<file path="config.mk">
export PLATFORM = sky130hd
export DESIGN_NAME = adc_status_flags
export DESIGN_NICKNAME = d
export VERILOG_FILES = /design/src/shared/adc_flags_pkg.sv /design/src/adc_status_flags.sv /design/src/conversion_sequencer.sv
export SDC_FILE = /design/constraint.sdc
export NUM_CORES = 1
export LEC_CHECK = 0
export BUFFER_PORTS_ARGS = -buffer_cell sky130_fd_sc_hd__buf_2
export CORE_MARGIN = 2
export CORE_UTILIZATION = 52
export CTS_CLUSTER_DIAMETER = 60
export DETAILED_ROUTE_END_ITERATION = 10
export GPL_TIMING_DRIVEN = 0
export PLACE_DENSITY = 0.72
export SLEW_MARGIN = 40
export SYNTH_ARGS = -nofsm -noshare
export SYNTH_HDL_FRONTEND = slang
export SYNTH_SLANG_ARGS = --single-unit
</file>
<file path="constraint.sdc">
create_clock -name clk -period 8.9 [get_ports clk]
set_input_delay 1.78 -clock clk [delete_from_list [all_inputs] [get_ports clk]]
set_output_delay 1.78 -clock clk [all_outputs]
set_load 0.03 [all_outputs]
</file>
<file path="src/shared/adc_flags_pkg.sv">
package adc_flags_pkg;

   // Clock and conversion timing
   localparam int CLK_PERIOD_NS = 20;
   localparam int CONV_TIME_NS  = 1000;
   localparam int CONV_CYCLES   = (CONV_TIME_NS + CLK_PERIOD_NS - 1) / CLK_PERIOD_NS;

   // Register bus
   localparam int ADDR_W = 8;
   localparam int DATA_BUS_W = 32;

   localparam logic [7:0] OFF_CONTROL     = 8'h00;
   localparam logic [7:0] OFF_MODE        = 8'h04;
   localparam logic [7:0] OFF_CHAN_ENABLE  = 8'h10;
   localparam logic [7:0] OFF_CHAN_DISABLE = 8'h14;
   localparam logic [7:0] OFF_CHAN_STATUS  = 8'h18;
   localparam logic [7:0] OFF_STATUS      = 8'h1C;
   localparam logic [7:0] OFF_LAST_RESULT = 8'h20;
   localparam logic [7:0] OFF_INT_STATUS  = 8'h24;
   localparam logic [7:0] OFF_INT_MASK    = 8'h28;
   localparam logic [7:0] OFF_RESULT0     = 8'h40;

   // Field positions
   localparam int CTRL_START_BIT  = 0;
   localparam int MODE_SLEEP_BIT  = 0;
   localparam int STAT_EOC_LSB    = 0;
   localparam int STAT_CHANNEL_OVERRUN_FLAG_LSB   = 8;
   localparam int STAT_DATA_READY_FLAG_BIT   = 16;
   localparam int STAT_GENERAL_OVERRUN_FLAG_BIT  = 17;
   localparam int LAST_CH_LSB     = 16;
   localparam int INT_EOC_BIT     = 0;
   localparam int INT_DATA_READY_FLAG_BIT    = 1;
   localparam int INT_GENERAL_OVERRUN_FLAG_BIT   = 2;
   localparam int INT_CHANNEL_OVERRUN_FLAG_BIT    = 3;
   localparam int INT_W           = 4;

   // Reset values
   localparam logic       MODE_SLEEP_RESET = 1'b0;
   localparam logic [3:0] INT_MASK_RESET   = 4'h0;

   typedef enum logic [0:0] {
      SEQ_IDLE    = 1'b0,
      SEQ_CONVERT = 1'b1
   } seq_state_type;

endpackage

</file>
<file path="src/adc_status_flags.sv">
// Notes on behaviour
// - Any channel result read clears the ready flag, not only last-result read.
// - Last-result read with conversion while ready set keeps ready set regardless.
// - Result read during conversion on x with x end flag set skips ready.
// - Disable write coinciding with conversion still stores data but skips ready.
// - Status read coinciding with conversion leaves general overrun untouched.
// - Status read clears general overrun; conversion while ready set sets it.
// - Result read y, x flags set, last from neither: general overrun not set.
// - Disable during conversion with x flags set: no general overrun, channel overrun set.
// - Reading channel i result or last result clears channel i end flag.
// - Status read with new conversion on i leaves its channel overrun set.
// - Result read with any conversion may set end flag of disabled converting channel.
// - Read of third channel z during conversion of y clears previous x flag.
// - Sleep selected while idle takes effect only after a later conversion ends.
//
// Added by the designer: the placing of the registers and the strobed register port.
`timescale 1ns/10ps
module adc_status_flags
   import adc_flags_pkg::*;
#(
   parameter int NUM_CH        = 8,
   parameter int DATA_W        = 10,
   parameter int CONV_CYCLES_P = CONV_CYCLES
) (
   input  wire logic                  clk,
   input  wire logic                  rst_n,
   input  wire logic [ADDR_W-1:0]     addr,
   input  wire logic [DATA_BUS_W-1:0] wdata,
   input  wire logic                  wr,
   input  wire logic                  rd,
   output logic      [DATA_BUS_W-1:0] rdata,
   input  wire logic [DATA_W-1:0]     sample,
   output logic      [$clog2(NUM_CH)-1:0] mux_sel,
   output logic                       busy,
   output logic                       analog_powerdown,
   output logic                       irq
);

   localparam int CH_W = $clog2(NUM_CH);

   typedef struct packed {
      logic [NUM_CH-1:0][DATA_W-1:0] result;
      logic [DATA_W-1:0]             last_data;
      logic [CH_W-1:0]               last_ch;
      logic                          last_valid;
      logic [NUM_CH-1:0]             en;
      logic [NUM_CH-1:0]             eoc_flag;
      logic [NUM_CH-1:0]             channel_overrun_flag;
      logic                          data_ready_flag;
      logic                          general_overrun_flag;
      logic                          sleep_sel;
      logic                          start;
      logic [INT_W-1:0]              int_stat;
      logic [INT_W-1:0]              int_mask;
      logic [DATA_BUS_W-1:0]         rdata;
   } state_type;

   state_type s_reg;
   state_type s_next;

   logic [1:0]        rst_sync_reg;
   logic              rst_sync_n;
   logic              eoc;
   logic [CH_W-1:0]   eoc_ch;
   logic [DATA_W-1:0] eoc_data;

   // Asynchronous assertion, synchronous release
   always_ff @(posedge clk or negedge rst_n) begin
      if (!rst_n) begin
         rst_sync_reg <= 2'b00;
      end else begin
         rst_sync_reg <= {rst_sync_reg[0], 1'b1};
      end
   end

   assign rst_sync_n = rst_sync_reg[1];

   conversion_sequencer #(
      .NUM_CH        (NUM_CH),
      .DATA_W        (DATA_W),
      .CH_W          (CH_W),
      .CONV_CYCLES_P (CONV_CYCLES_P)
   ) u_seq (
      .clk        (clk),
      .rst_sync_n (rst_sync_n),
      .start      (s_reg.start),
      .chan_en    (s_reg.en),
      .sleep_sel  (s_reg.sleep_sel),
      .sample     (sample),
      .eoc        (eoc),
      .eoc_ch     (eoc_ch),
      .eoc_data   (eoc_data),
      .mux_sel    (mux_sel),
      .busy       (busy),
      .asleep     (analog_powerdown)
   );

   // Bus decode
   logic              wr_ctrl;
   logic              wr_mode;
   logic              wr_enable;
   logic              wr_disable;
   logic              wr_mask;
   logic              rd_status;
   logic              rd_last;
   logic              rd_int;
   logic              rd_res;
   logic [CH_W-1:0]   res_idx;
   logic [ADDR_W-1:0] res_off;

   // Flag update terms
   logic              dis_any;
   logic              en_x;
   logic              eoc_x;
   logic              store;
   logic              data_ready_flag_set;
   logic              data_ready_flag_clr;
   logic              data_ready_flag_keep;
   logic              general_overrun_flag_set;
   logic              general_overrun_flag_hold;
   logic              last_other;
   logic              rogue_eoc;
   logic              spurious;
   logic [CH_W-1:0]   clr_idx;
   logic [NUM_CH-1:0] eoc_set;
   logic [NUM_CH-1:0] eoc_clr;
   logic [NUM_CH-1:0] channel_overrun_flag_set;
   logic [NUM_CH-1:0] channel_overrun_flag_clr;
   logic [INT_W-1:0]  int_ev;
   logic [DATA_BUS_W-1:0] rd_mux;

   always_comb begin
      res_off    = addr - OFF_RESULT0;
      wr_ctrl    = wr && (addr == OFF_CONTROL);
      wr_mode    = wr && (addr == OFF_MODE);
      wr_enable  = wr && (addr == OFF_CHAN_ENABLE);
      wr_disable = wr && (addr == OFF_CHAN_DISABLE);
      wr_mask    = wr && (addr == OFF_INT_MASK);
      rd_status  = rd && (addr == OFF_STATUS);
      rd_last    = rd && (addr == OFF_LAST_RESULT);
      rd_int     = rd && (addr == OFF_INT_STATUS);
      rd_res     = rd && (addr >= OFF_RESULT0) && (res_off < ADDR_W'(4 * NUM_CH))
                   && (addr[1:0] == 2'b00);
      res_idx    = res_off[CH_W+1:2];
   end

   always_comb begin
      dis_any = wr_disable && (|(wdata[NUM_CH-1:0] & s_reg.en));
      en_x    = s_reg.en[eoc_ch];
      eoc_x   = s_reg.eoc_flag[eoc_ch];
      store   = eoc && en_x;
      last_other = !s_reg.last_valid
                   || ((s_reg.last_ch != eoc_ch) && (s_reg.last_ch != res_idx));

      // Ready flag
      data_ready_flag_clr  = rd_last || rd_res;
      data_ready_flag_keep = rd_last && eoc && s_reg.data_ready_flag;
      data_ready_flag_set  = store
                  && !(rd_res && eoc_x)
                  && !dis_any;

      // General overrun: a status read in a conversion cycle freezes it
      general_overrun_flag_hold = rd_status && eoc;
      general_overrun_flag_set  = store && s_reg.data_ready_flag
                   && !(rd_res && eoc_x && last_other)
                   && !(dis_any && eoc_x);

      // Channel end flags; a disabled channel can still be flagged
      rogue_eoc = eoc && !en_x && rd_res;
      spurious  = rd_res && eoc && s_reg.last_valid
                  && (res_idx != eoc_ch) && (res_idx != s_reg.last_ch);
      clr_idx   = spurious ? s_reg.last_ch : res_idx;
      eoc_set   = '0;
      eoc_clr   = '0;
      channel_overrun_flag_set  = '0;
      channel_overrun_flag_clr  = '0;
      if (store || rogue_eoc) begin
         eoc_set[eoc_ch] = 1'b1;
      end
      if (rd_res) begin
         eoc_clr[clr_idx] = 1'b1;
      end
      if (rd_last && s_reg.last_valid) begin
         eoc_clr[s_reg.last_ch] = 1'b1;
      end
      if (store && eoc_x) begin
         channel_overrun_flag_set[eoc_ch] = 1'b1;
      end
      if (rd_status) begin
         channel_overrun_flag_clr = '1;
         if (eoc && s_reg.channel_overrun_flag[eoc_ch] && !eoc_x) begin
            channel_overrun_flag_clr[eoc_ch] = 1'b0;
         end
      end

      int_ev = '0;
      int_ev[INT_EOC_BIT]   = |eoc_set;
      int_ev[INT_DATA_READY_FLAG_BIT]  = data_ready_flag_set && !s_reg.data_ready_flag;
      int_ev[INT_GENERAL_OVERRUN_FLAG_BIT] = general_overrun_flag_set && !general_overrun_flag_hold;
      int_ev[INT_CHANNEL_OVERRUN_FLAG_BIT]  = |channel_overrun_flag_set;
   end

   // Read mux samples the state before this cycle's update
   always_comb begin
      rd_mux = '0;
      if (rd_res) begin
         rd_mux[DATA_W-1:0] = s_reg.result[res_idx];
      end else begin
         unique case (addr)
            OFF_MODE: begin
               rd_mux[MODE_SLEEP_BIT] = s_reg.sleep_sel;
            end
            OFF_CHAN_STATUS: begin
               rd_mux[NUM_CH-1:0] = s_reg.en;
            end
            OFF_STATUS: begin
               rd_mux[STAT_EOC_LSB +: NUM_CH]  = s_reg.eoc_flag;
               rd_mux[STAT_CHANNEL_OVERRUN_FLAG_LSB +: NUM_CH] = s_reg.channel_overrun_flag;
               rd_mux[STAT_DATA_READY_FLAG_BIT]           = s_reg.data_ready_flag;
               rd_mux[STAT_GENERAL_OVERRUN_FLAG_BIT]          = s_reg.general_overrun_flag;
            end
            OFF_LAST_RESULT: begin
               rd_mux[DATA_W-1:0]          = s_reg.last_data;
               rd_mux[LAST_CH_LSB +: CH_W] = s_reg.last_ch;
            end
            OFF_INT_STATUS: begin
               rd_mux[INT_W-1:0] = s_reg.int_stat;
            end
            OFF_INT_MASK: begin
               rd_mux[INT_W-1:0] = s_reg.int_mask;
            end
            default: begin
               rd_mux = '0;
            end
         endcase
      end
   end

   always_comb begin
      s_next = s_reg;
      s_next.start = wr_ctrl && wdata[CTRL_START_BIT];
      s_next.rdata = rd ? rd_mux : '0;

      if (wr_mode) begin
         s_next.sleep_sel = wdata[MODE_SLEEP_BIT];
      end
      if (wr_mask) begin
         s_next.int_mask = wdata[INT_W-1:0];
      end
      if (wr_enable) begin
         s_next.en = s_reg.en | wdata[NUM_CH-1:0];
      end
      if (wr_disable) begin
         s_next.en = s_reg.en & ~wdata[NUM_CH-1:0];
      end

      // Data is stored even when a disable lands in the same cycle
      if (store) begin
         s_next.result[eoc_ch] = eoc_data;
         s_next.last_data      = eoc_data;
         s_next.last_ch        = eoc_ch;
         s_next.last_valid     = 1'b1;
      end

      // Set wins over clear on every hardware-set flag except general overrun, which holds its value
      s_next.eoc_flag = (s_reg.eoc_flag & ~eoc_clr) | eoc_set;
      s_next.channel_overrun_flag     = (s_reg.channel_overrun_flag & ~channel_overrun_flag_clr) | channel_overrun_flag_set;

      if (data_ready_flag_keep || data_ready_flag_set) begin
         s_next.data_ready_flag = 1'b1;
      end else if (data_ready_flag_clr) begin
         s_next.data_ready_flag = 1'b0;
      end

      if (general_overrun_flag_hold) begin
         s_next.general_overrun_flag = s_reg.general_overrun_flag;
      end else if (general_overrun_flag_set) begin
         s_next.general_overrun_flag = 1'b1;
      end else if (rd_status) begin
         s_next.general_overrun_flag = 1'b0;
      end

      s_next.int_stat = (rd_int ? '0 : s_reg.int_stat) | int_ev;
   end

   always_ff @(posedge clk or negedge rst_sync_n) begin
      if (!rst_sync_n) begin
         s_reg           <= '0;
         s_reg.sleep_sel <= MODE_SLEEP_RESET;
         s_reg.int_mask  <= INT_MASK_RESET;
      end else begin
         s_reg <= s_next;
      end
   end

   assign rdata = s_reg.rdata;
   assign irq   = |(s_reg.int_stat & s_reg.int_mask);

endmodule

</file>
<file path="src/conversion_sequencer.sv">
`timescale 1ns/10ps
module conversion_sequencer
   import adc_flags_pkg::*;
#(
   parameter int NUM_CH        = 8,
   parameter int DATA_W        = 10,
   parameter int CH_W          = 3,
   parameter int CONV_CYCLES_P = CONV_CYCLES
) (
   input  wire logic              clk,
   input  wire logic              rst_sync_n,
   input  wire logic              start,
   input  wire logic [NUM_CH-1:0] chan_en,
   input  wire logic              sleep_sel,
   input  wire logic [DATA_W-1:0] sample,
   output logic                   eoc,
   output logic [CH_W-1:0]        eoc_ch,
   output logic [DATA_W-1:0]      eoc_data,
   output logic [CH_W-1:0]        mux_sel,
   output logic                   busy,
   output logic                   asleep
);

   localparam int CNT_W = $clog2(CONV_CYCLES_P + 1);

   typedef struct packed {
      seq_state_type     state;
      logic [CH_W-1:0]   ch;
      logic [NUM_CH-1:0] pend;
      logic [CNT_W-1:0]  cnt;
      logic              eoc;
      logic [CH_W-1:0]   eoc_ch;
      logic [DATA_W-1:0] data;
      logic              asleep;
   } seq_type;

   seq_type s_reg;
   seq_type s_next;

   // Lowest set bit wins, so a scan walks channels upward
   function automatic logic [CH_W-1:0] first_set(input logic [NUM_CH-1:0] m);
      logic [CH_W-1:0] idx;
      idx = '0;
      for (int i = NUM_CH - 1; i >= 0; i--) begin
         if (m[i]) begin
            idx = CH_W'(i);
         end
      end
      return idx;
   endfunction

   always_comb begin
      s_next = s_reg;
      s_next.eoc = 1'b0;
      unique case (s_reg.state)
         SEQ_IDLE: begin
            if (start && (|chan_en)) begin
               s_next.ch = first_set(chan_en);
               s_next.pend = chan_en & ~(NUM_CH'(1) << first_set(chan_en));
               s_next.cnt = '0;
               s_next.state = SEQ_CONVERT;
               s_next.asleep = 1'b0;
            end else if (!sleep_sel) begin
               s_next.asleep = 1'b0;
            end
         end
         SEQ_CONVERT: begin
            s_next.cnt = s_reg.cnt + CNT_W'(1);
            if (s_reg.cnt == CNT_W'(CONV_CYCLES_P - 1)) begin
               s_next.eoc = 1'b1;
               s_next.eoc_ch = s_reg.ch;
               s_next.data = sample;
               s_next.cnt = '0;
               if (|s_reg.pend) begin
                  s_next.ch = first_set(s_reg.pend);
                  s_next.pend = s_reg.pend & ~(NUM_CH'(1) << first_set(s_reg.pend));
               end else begin
                  s_next.state = SEQ_IDLE;
                  // Sleep is only taken at the end of a conversion, never from idle
                  s_next.asleep = sleep_sel;
               end
            end
         end
      endcase
   end

   always_ff @(posedge clk or negedge rst_sync_n) begin
      if (!rst_sync_n) begin
         s_reg <= '0;
      end else begin
         s_reg <= s_next;
      end
   end

   assign eoc      = s_reg.eoc;
   assign eoc_ch   = s_reg.eoc_ch;
   assign eoc_data = s_reg.data;
   assign mux_sel  = s_reg.ch;
   assign busy     = (s_reg.state == SEQ_CONVERT);
   assign asleep   = s_reg.asleep;

endmodule
</file>
; ---- Word level (Yosys, flattened, before mapping)
; Index checks and enable logic that the tools add are counted.
; W data, S select, Z words.
[op_classes]
addsub = 2
magnitude_cmp = 9
n_eq_ne = 18
shift = 2
mux = 72
bitwise = 20
reduce_logical = 70
[ops]
columns = op, n
row1 = $bwmux W80, 1
row2 = $mux W3, 22
row3 = $mux W8, 8
row4 = $and A8 B8 Y8, 6
row5 = $not A8 Y8, 6
row6 = $logic_and A1 B1 Y1, 42
row7 = $reduce_or A8 Y1, 5
row8 = $pmux W18 S2, 1
row9 = $mux W33, 1
row10 = $eq A8 B5 Y1 const B, 4
row11 = $mux W32, 1
row12 = $or A8 B8 Y8, 4
row13 = $bmux W10 S3, 1
row14 = $demux W10 S3, 1
row15 = $mux W10, 3
row16 = $eq A8 B6 Y1 const B, 3
row17 = $mux W18, 1
row18 = $lt A3 B4 Y1 const B, 4
row19 = $shl A1 B3 Y8 const A, 2
row20 = $mux W1, 15
row21 = $pmux W3 S5, 1
row22 = $mux W14, 1
row23 = $ne A3 B3 Y1, 4
row24 = $pmux W4 S3, 1
row25 = 30 further kinds, 55
[word_totals]
reg_bits = 197
in_bits = 54
output_inout_bits = 38
wordCells = 223

; ---- Longest topological paths before layout
[logic_depth]
ltp_word = 19
mapped_depth = 9
mapped_depth_nobuf = 8

; ---- By module
; A second synthesis with hierarchy kept.
[unflattened]
cells_unflattened = 833
area_unflattened_um2 = 9370.2
[modules_own_cells]
columns = module, n_inst, cells_per_inst, area_per_inst_um2, seq_area_each_um2
row1 = adc_status_flags, 1, 635, 7632.3, 3778.6
row2 = conversion_sequencer, 1, 198, 1737.9, 825.8

; ---- Worst setup path before layout
; Ideal clock, no wire load.
[synth_timing]
path_kind = in2reg
from = input port addr[1]
to = register s_reg[58] (netlist bit)
setup_ns = 0.138
arrival_ns = 3.575
t_required_ns = 8.762
slack_ns = 5.186
path_stages = 8
path_buffers = 2
cell_sequence = or3_1 > buf_2 > or3_1 > buf_2 > or3_1 > a21o_1 > o221ai_2 > o21ai_1
[synth_lines]
columns = element, line_no
row1 = from (decl), adc_status_flags.sv:27  ; input wire logic [ADDR_W-1:0] addr,
row2 = to (signal assigned), adc_status_flags.sv:292  ; s_reg <= s_next;
row3 = to (decl), adc_status_flags.sv:58  ; state_type s_reg;

==> out/qor.txt <==
row count = 48
final critical-path required period = 3770 ps
Critical Path Source Type = input pin
Total GRT Usage = 25.4%
Die X-Extent = 135 um
Cell Count, Final, Fillers Out = 1113
Worst setup EP type = flip-flop
Die H = 135 um
sequential area share after synthesis = 51.2%
setup bufs post-CTS = 0
DP HPWL = 15500 um
Antenna Cells = 0
fin area = 0.0103 mm2
Top Family by Delay on Critical Path = buffers and inverters
critical-path cell list = buf_2, clkbuf_1, nor2_1, and4_1, clkbuf_1, clkbuf_1, a222oi_1, o21ai_0, and2_1
CP bufs+invs = 4
Max clock buf depth = 2
Crit path arrival time = 4090 ps
Slew @ Worst Pin = 779 ps
Layout Nets = 931
DRT iter0 DRCs = 593
share of layout cells above drive strength 1 = 30.6%
Fmax = 265 MHz
vias in the first global route = 6419
Setup Skew = 10.8 ps
Pre-antenna DRT Iters = 5
Final ANT Viol Nets = 0
Clock Latency Late Sink = 440 ps
worst path required time = 9220 ps
pwr/cell area = 165 mW/mm2
post-cts resize count = 0
Slowest cell on crit path = a222oi_1
WL final = 21900 um
crit share post-route = 42.4%
starting density of the core = 52.5%
Pins Over Slew Limit = 0
Leak = 4.96 nW
Main synth FF type = dfrtp_1
largest net degree at the start of global routing = 44
synthesized area per cell = 11.5 um2
routed via count = 6631
initial antenna violation count = 0
synth warn = 0
Syn-to-layout area delta = 14.5%
Finished Core Util = 60.1%
Synth cell types = 61
Cells after DPL = 1081
I/O Pins = 92
RSZ-0062 raised after global routing = false
Synth Instances = 785
Clk pin slew, worst setup/hold paths = 70 ps
Worst path most repeated cell = clkbuf_1
DRC errors left = 0
max reg flops = 122
Final setup viols = 0
worst vdd ir = 0.162 mV
CTS tree = done
vias per cell = 5.96
gr ovfl total = 0
H-tree depth = 4
outcome = complete, no violations
Max-Cap Viols = 0
TNS Setup = 0 ps
number of synthesized register bits = 184
Slew HR = 47.9%
number of synthesized flops with an enable pin = 0
CORE AREA = 0.0171 mm2
share of flip-flops with an asynchronous set or reset = 100%
critical path's largest stage delay = 480 ps
DIE AREA = 0.0184 mm2
Post-Syn Area = 0.00899 mm2
Fin. Hold Viols = 0
CTS sink cnt = 184
CTS Hold Buffers Added = 0
IO buf count = 54
global-route wire length before repair = 35400 um
Worst Path Max Fanout = 10
clock root cell = clkbuf_16
min-delay worst type = reg2async
dpl cell area = 0.00970 mm2
crit path kind = in2reg
GP Congestion = 0.969
TritonCTS buffer count = 17
hold slack = 230 ps
WL per Instance = 19.7 um
[layout make-up]
class                      count  area, um2
multi-input combinational    517       3940
inverter                       9       33.8
sequential                   184       4610
timing repair buffer          59        370
fill                        1411       6820
tap                          225        282
buffer                        87        473
clock inverter                14        161
clock buffer                  18        429
[stage by stage]
stage / total power [mW] / setup WS (ps)
floorplan: 0.919 / 3390
global placement: 0.946 / 1280
detailed placement: 0.952 / 4710
CTS: 1.71 / 5170
global route: 1.76 / 4980
finish: 1.70 / 5130
[worst register-to-register path: stages, from the launching register on]
cell and delay (ps):
dfrtp_1 340, buf_2 280, mux2i_1 230, nor2_1 70, o41a_1 360, buf_2 180, buf_2 220, nand2_1 520
mux2_2 410
[worst paths after layout]
path	depth (start not counted)	start	slack (ps)	to
min in group clk	0	rst_sync_reg[0]$_DFF_PN0_	350	rst_sync_reg[1]$_DFF_PN0_
setup / recovery	9	addr[3]	5130	rdata[7]$_DFF_PN0_
hold / removal	0	rst_sync_reg[1]$_DFF_PN0_	230	s_reg[120]$_DFFE_PN0P_
max in group asynchronous	1	rst_n	7680	rst_sync_reg[1]$_DFF_PN0_
setup reg to reg	8	u_seq.eoc_ch[2]$_DFFE_PN0P_	6180	s_reg[86]$_DFFE_PN0P_
hold reg to reg	0	rst_sync_reg[1]$_DFF_PN0_	230	s_reg[120]$_DFFE_PN0P_
[cell usage after synthesis, types with 3 or more instances]
master	n	area share (%)
o211ai_1	9	0.75
o21a_1	3	0.25
dfrtp_1	184	51
nor2_1	31	1.3
inv_1	9	0.38
nand3b_1	4	0.33
nand3_1	19	1.1
and3_1	11	0.77
xnor2_1	3	0.29
buf_2	11	0.61
clkbuf_1	27	1.1
a22o_1	3	0.29
a22oi_1	14	1.2
o21bai_1	4	0.33
mux2_2	104	13
a31oi_1	6	0.42
o22ai_1	8	0.56
a21oi_1	13	0.72
a32oi_1	3	0.29
and2_1	9	0.63
o21ai_0	35	1.9
o41ai_1	4	0.39
xor2_1	6	0.58
o21ai_1	3	0.17
nand4_1	5	0.35
nor3_1	12	0.67
a32o_1	4	0.45
mux4_2	20	5.0
a21o_1	4	0.33
mux2i_1	17	1.9
or3_1	6	0.42
a222oi_1	8	0.89
nor2b_1	6	0.42
nand2b_1	6	0.42
nand2_1	92	3.8
buf_4	35	2.9
buf_1	14	0.58
[per-layer routing]
layer  up-vias  GRT usage, %  routed length [um]
li1       2993             -                   -
met1      3357          36.3                9800
met2       258          41.0               10500
met3        23          4.64                1360
met4         0          5.90                 280
met5         -             0                   0
[cell families (layout without fill, tap and decap cells)]
| logic type | after synthesis | in the layout | share of synthesized area (%) |
|---|---|---|---|
| DFF | 184 | 184 | 51.2 |
| adders and majority gates | 2 | 2 | 0.278 |
| buffers and inverters | 96 | 187 | 5.62 |
| AOI/OAI and AO/OA | 138 | 138 | 10.7 |
| other | 2 | 14 | 0.0835 |
| xor gates and xnor gates | 9 | 9 | 0.877 |
| and+or+nand+nor | 213 | 213 | 11.2 |
| muxes | 141 | 141 | 19.9 |
[power by group]
group | total [mW] | internal [mW] | leakage, nW | switching, mW
sequential | 0.852 | 0.843 | 2.48 | 0.00912
clock | 0.762 | 0.421 | 0.283 | 0.341
combinational | 0.0845 | 0.0295 | 2.20 | 0.0550
total | 1.70 | 1.29 | 4.96 | 0.405
[cells in the final DEF (no fill, tap or decap), types with 9 or more instances in the layout]
cell type	instances
mux2i_1	17
mux2_2	104
o211ai_1	9
buf_1	13
buf_2	65
clkbuf_1	28
and3_1	11
nor2_1	31
clkbuf_16	17
a21oi_1	13
nor3_1	11
buf_4	35
nand2_1	92
o21ai_0	35
inv_1	9
mux4_2	20
and2_1	9
conb_1	14
nand3_1	19
dfrtp_1	183
a22oi_1	14
Power figures use the tool's default switching activity.
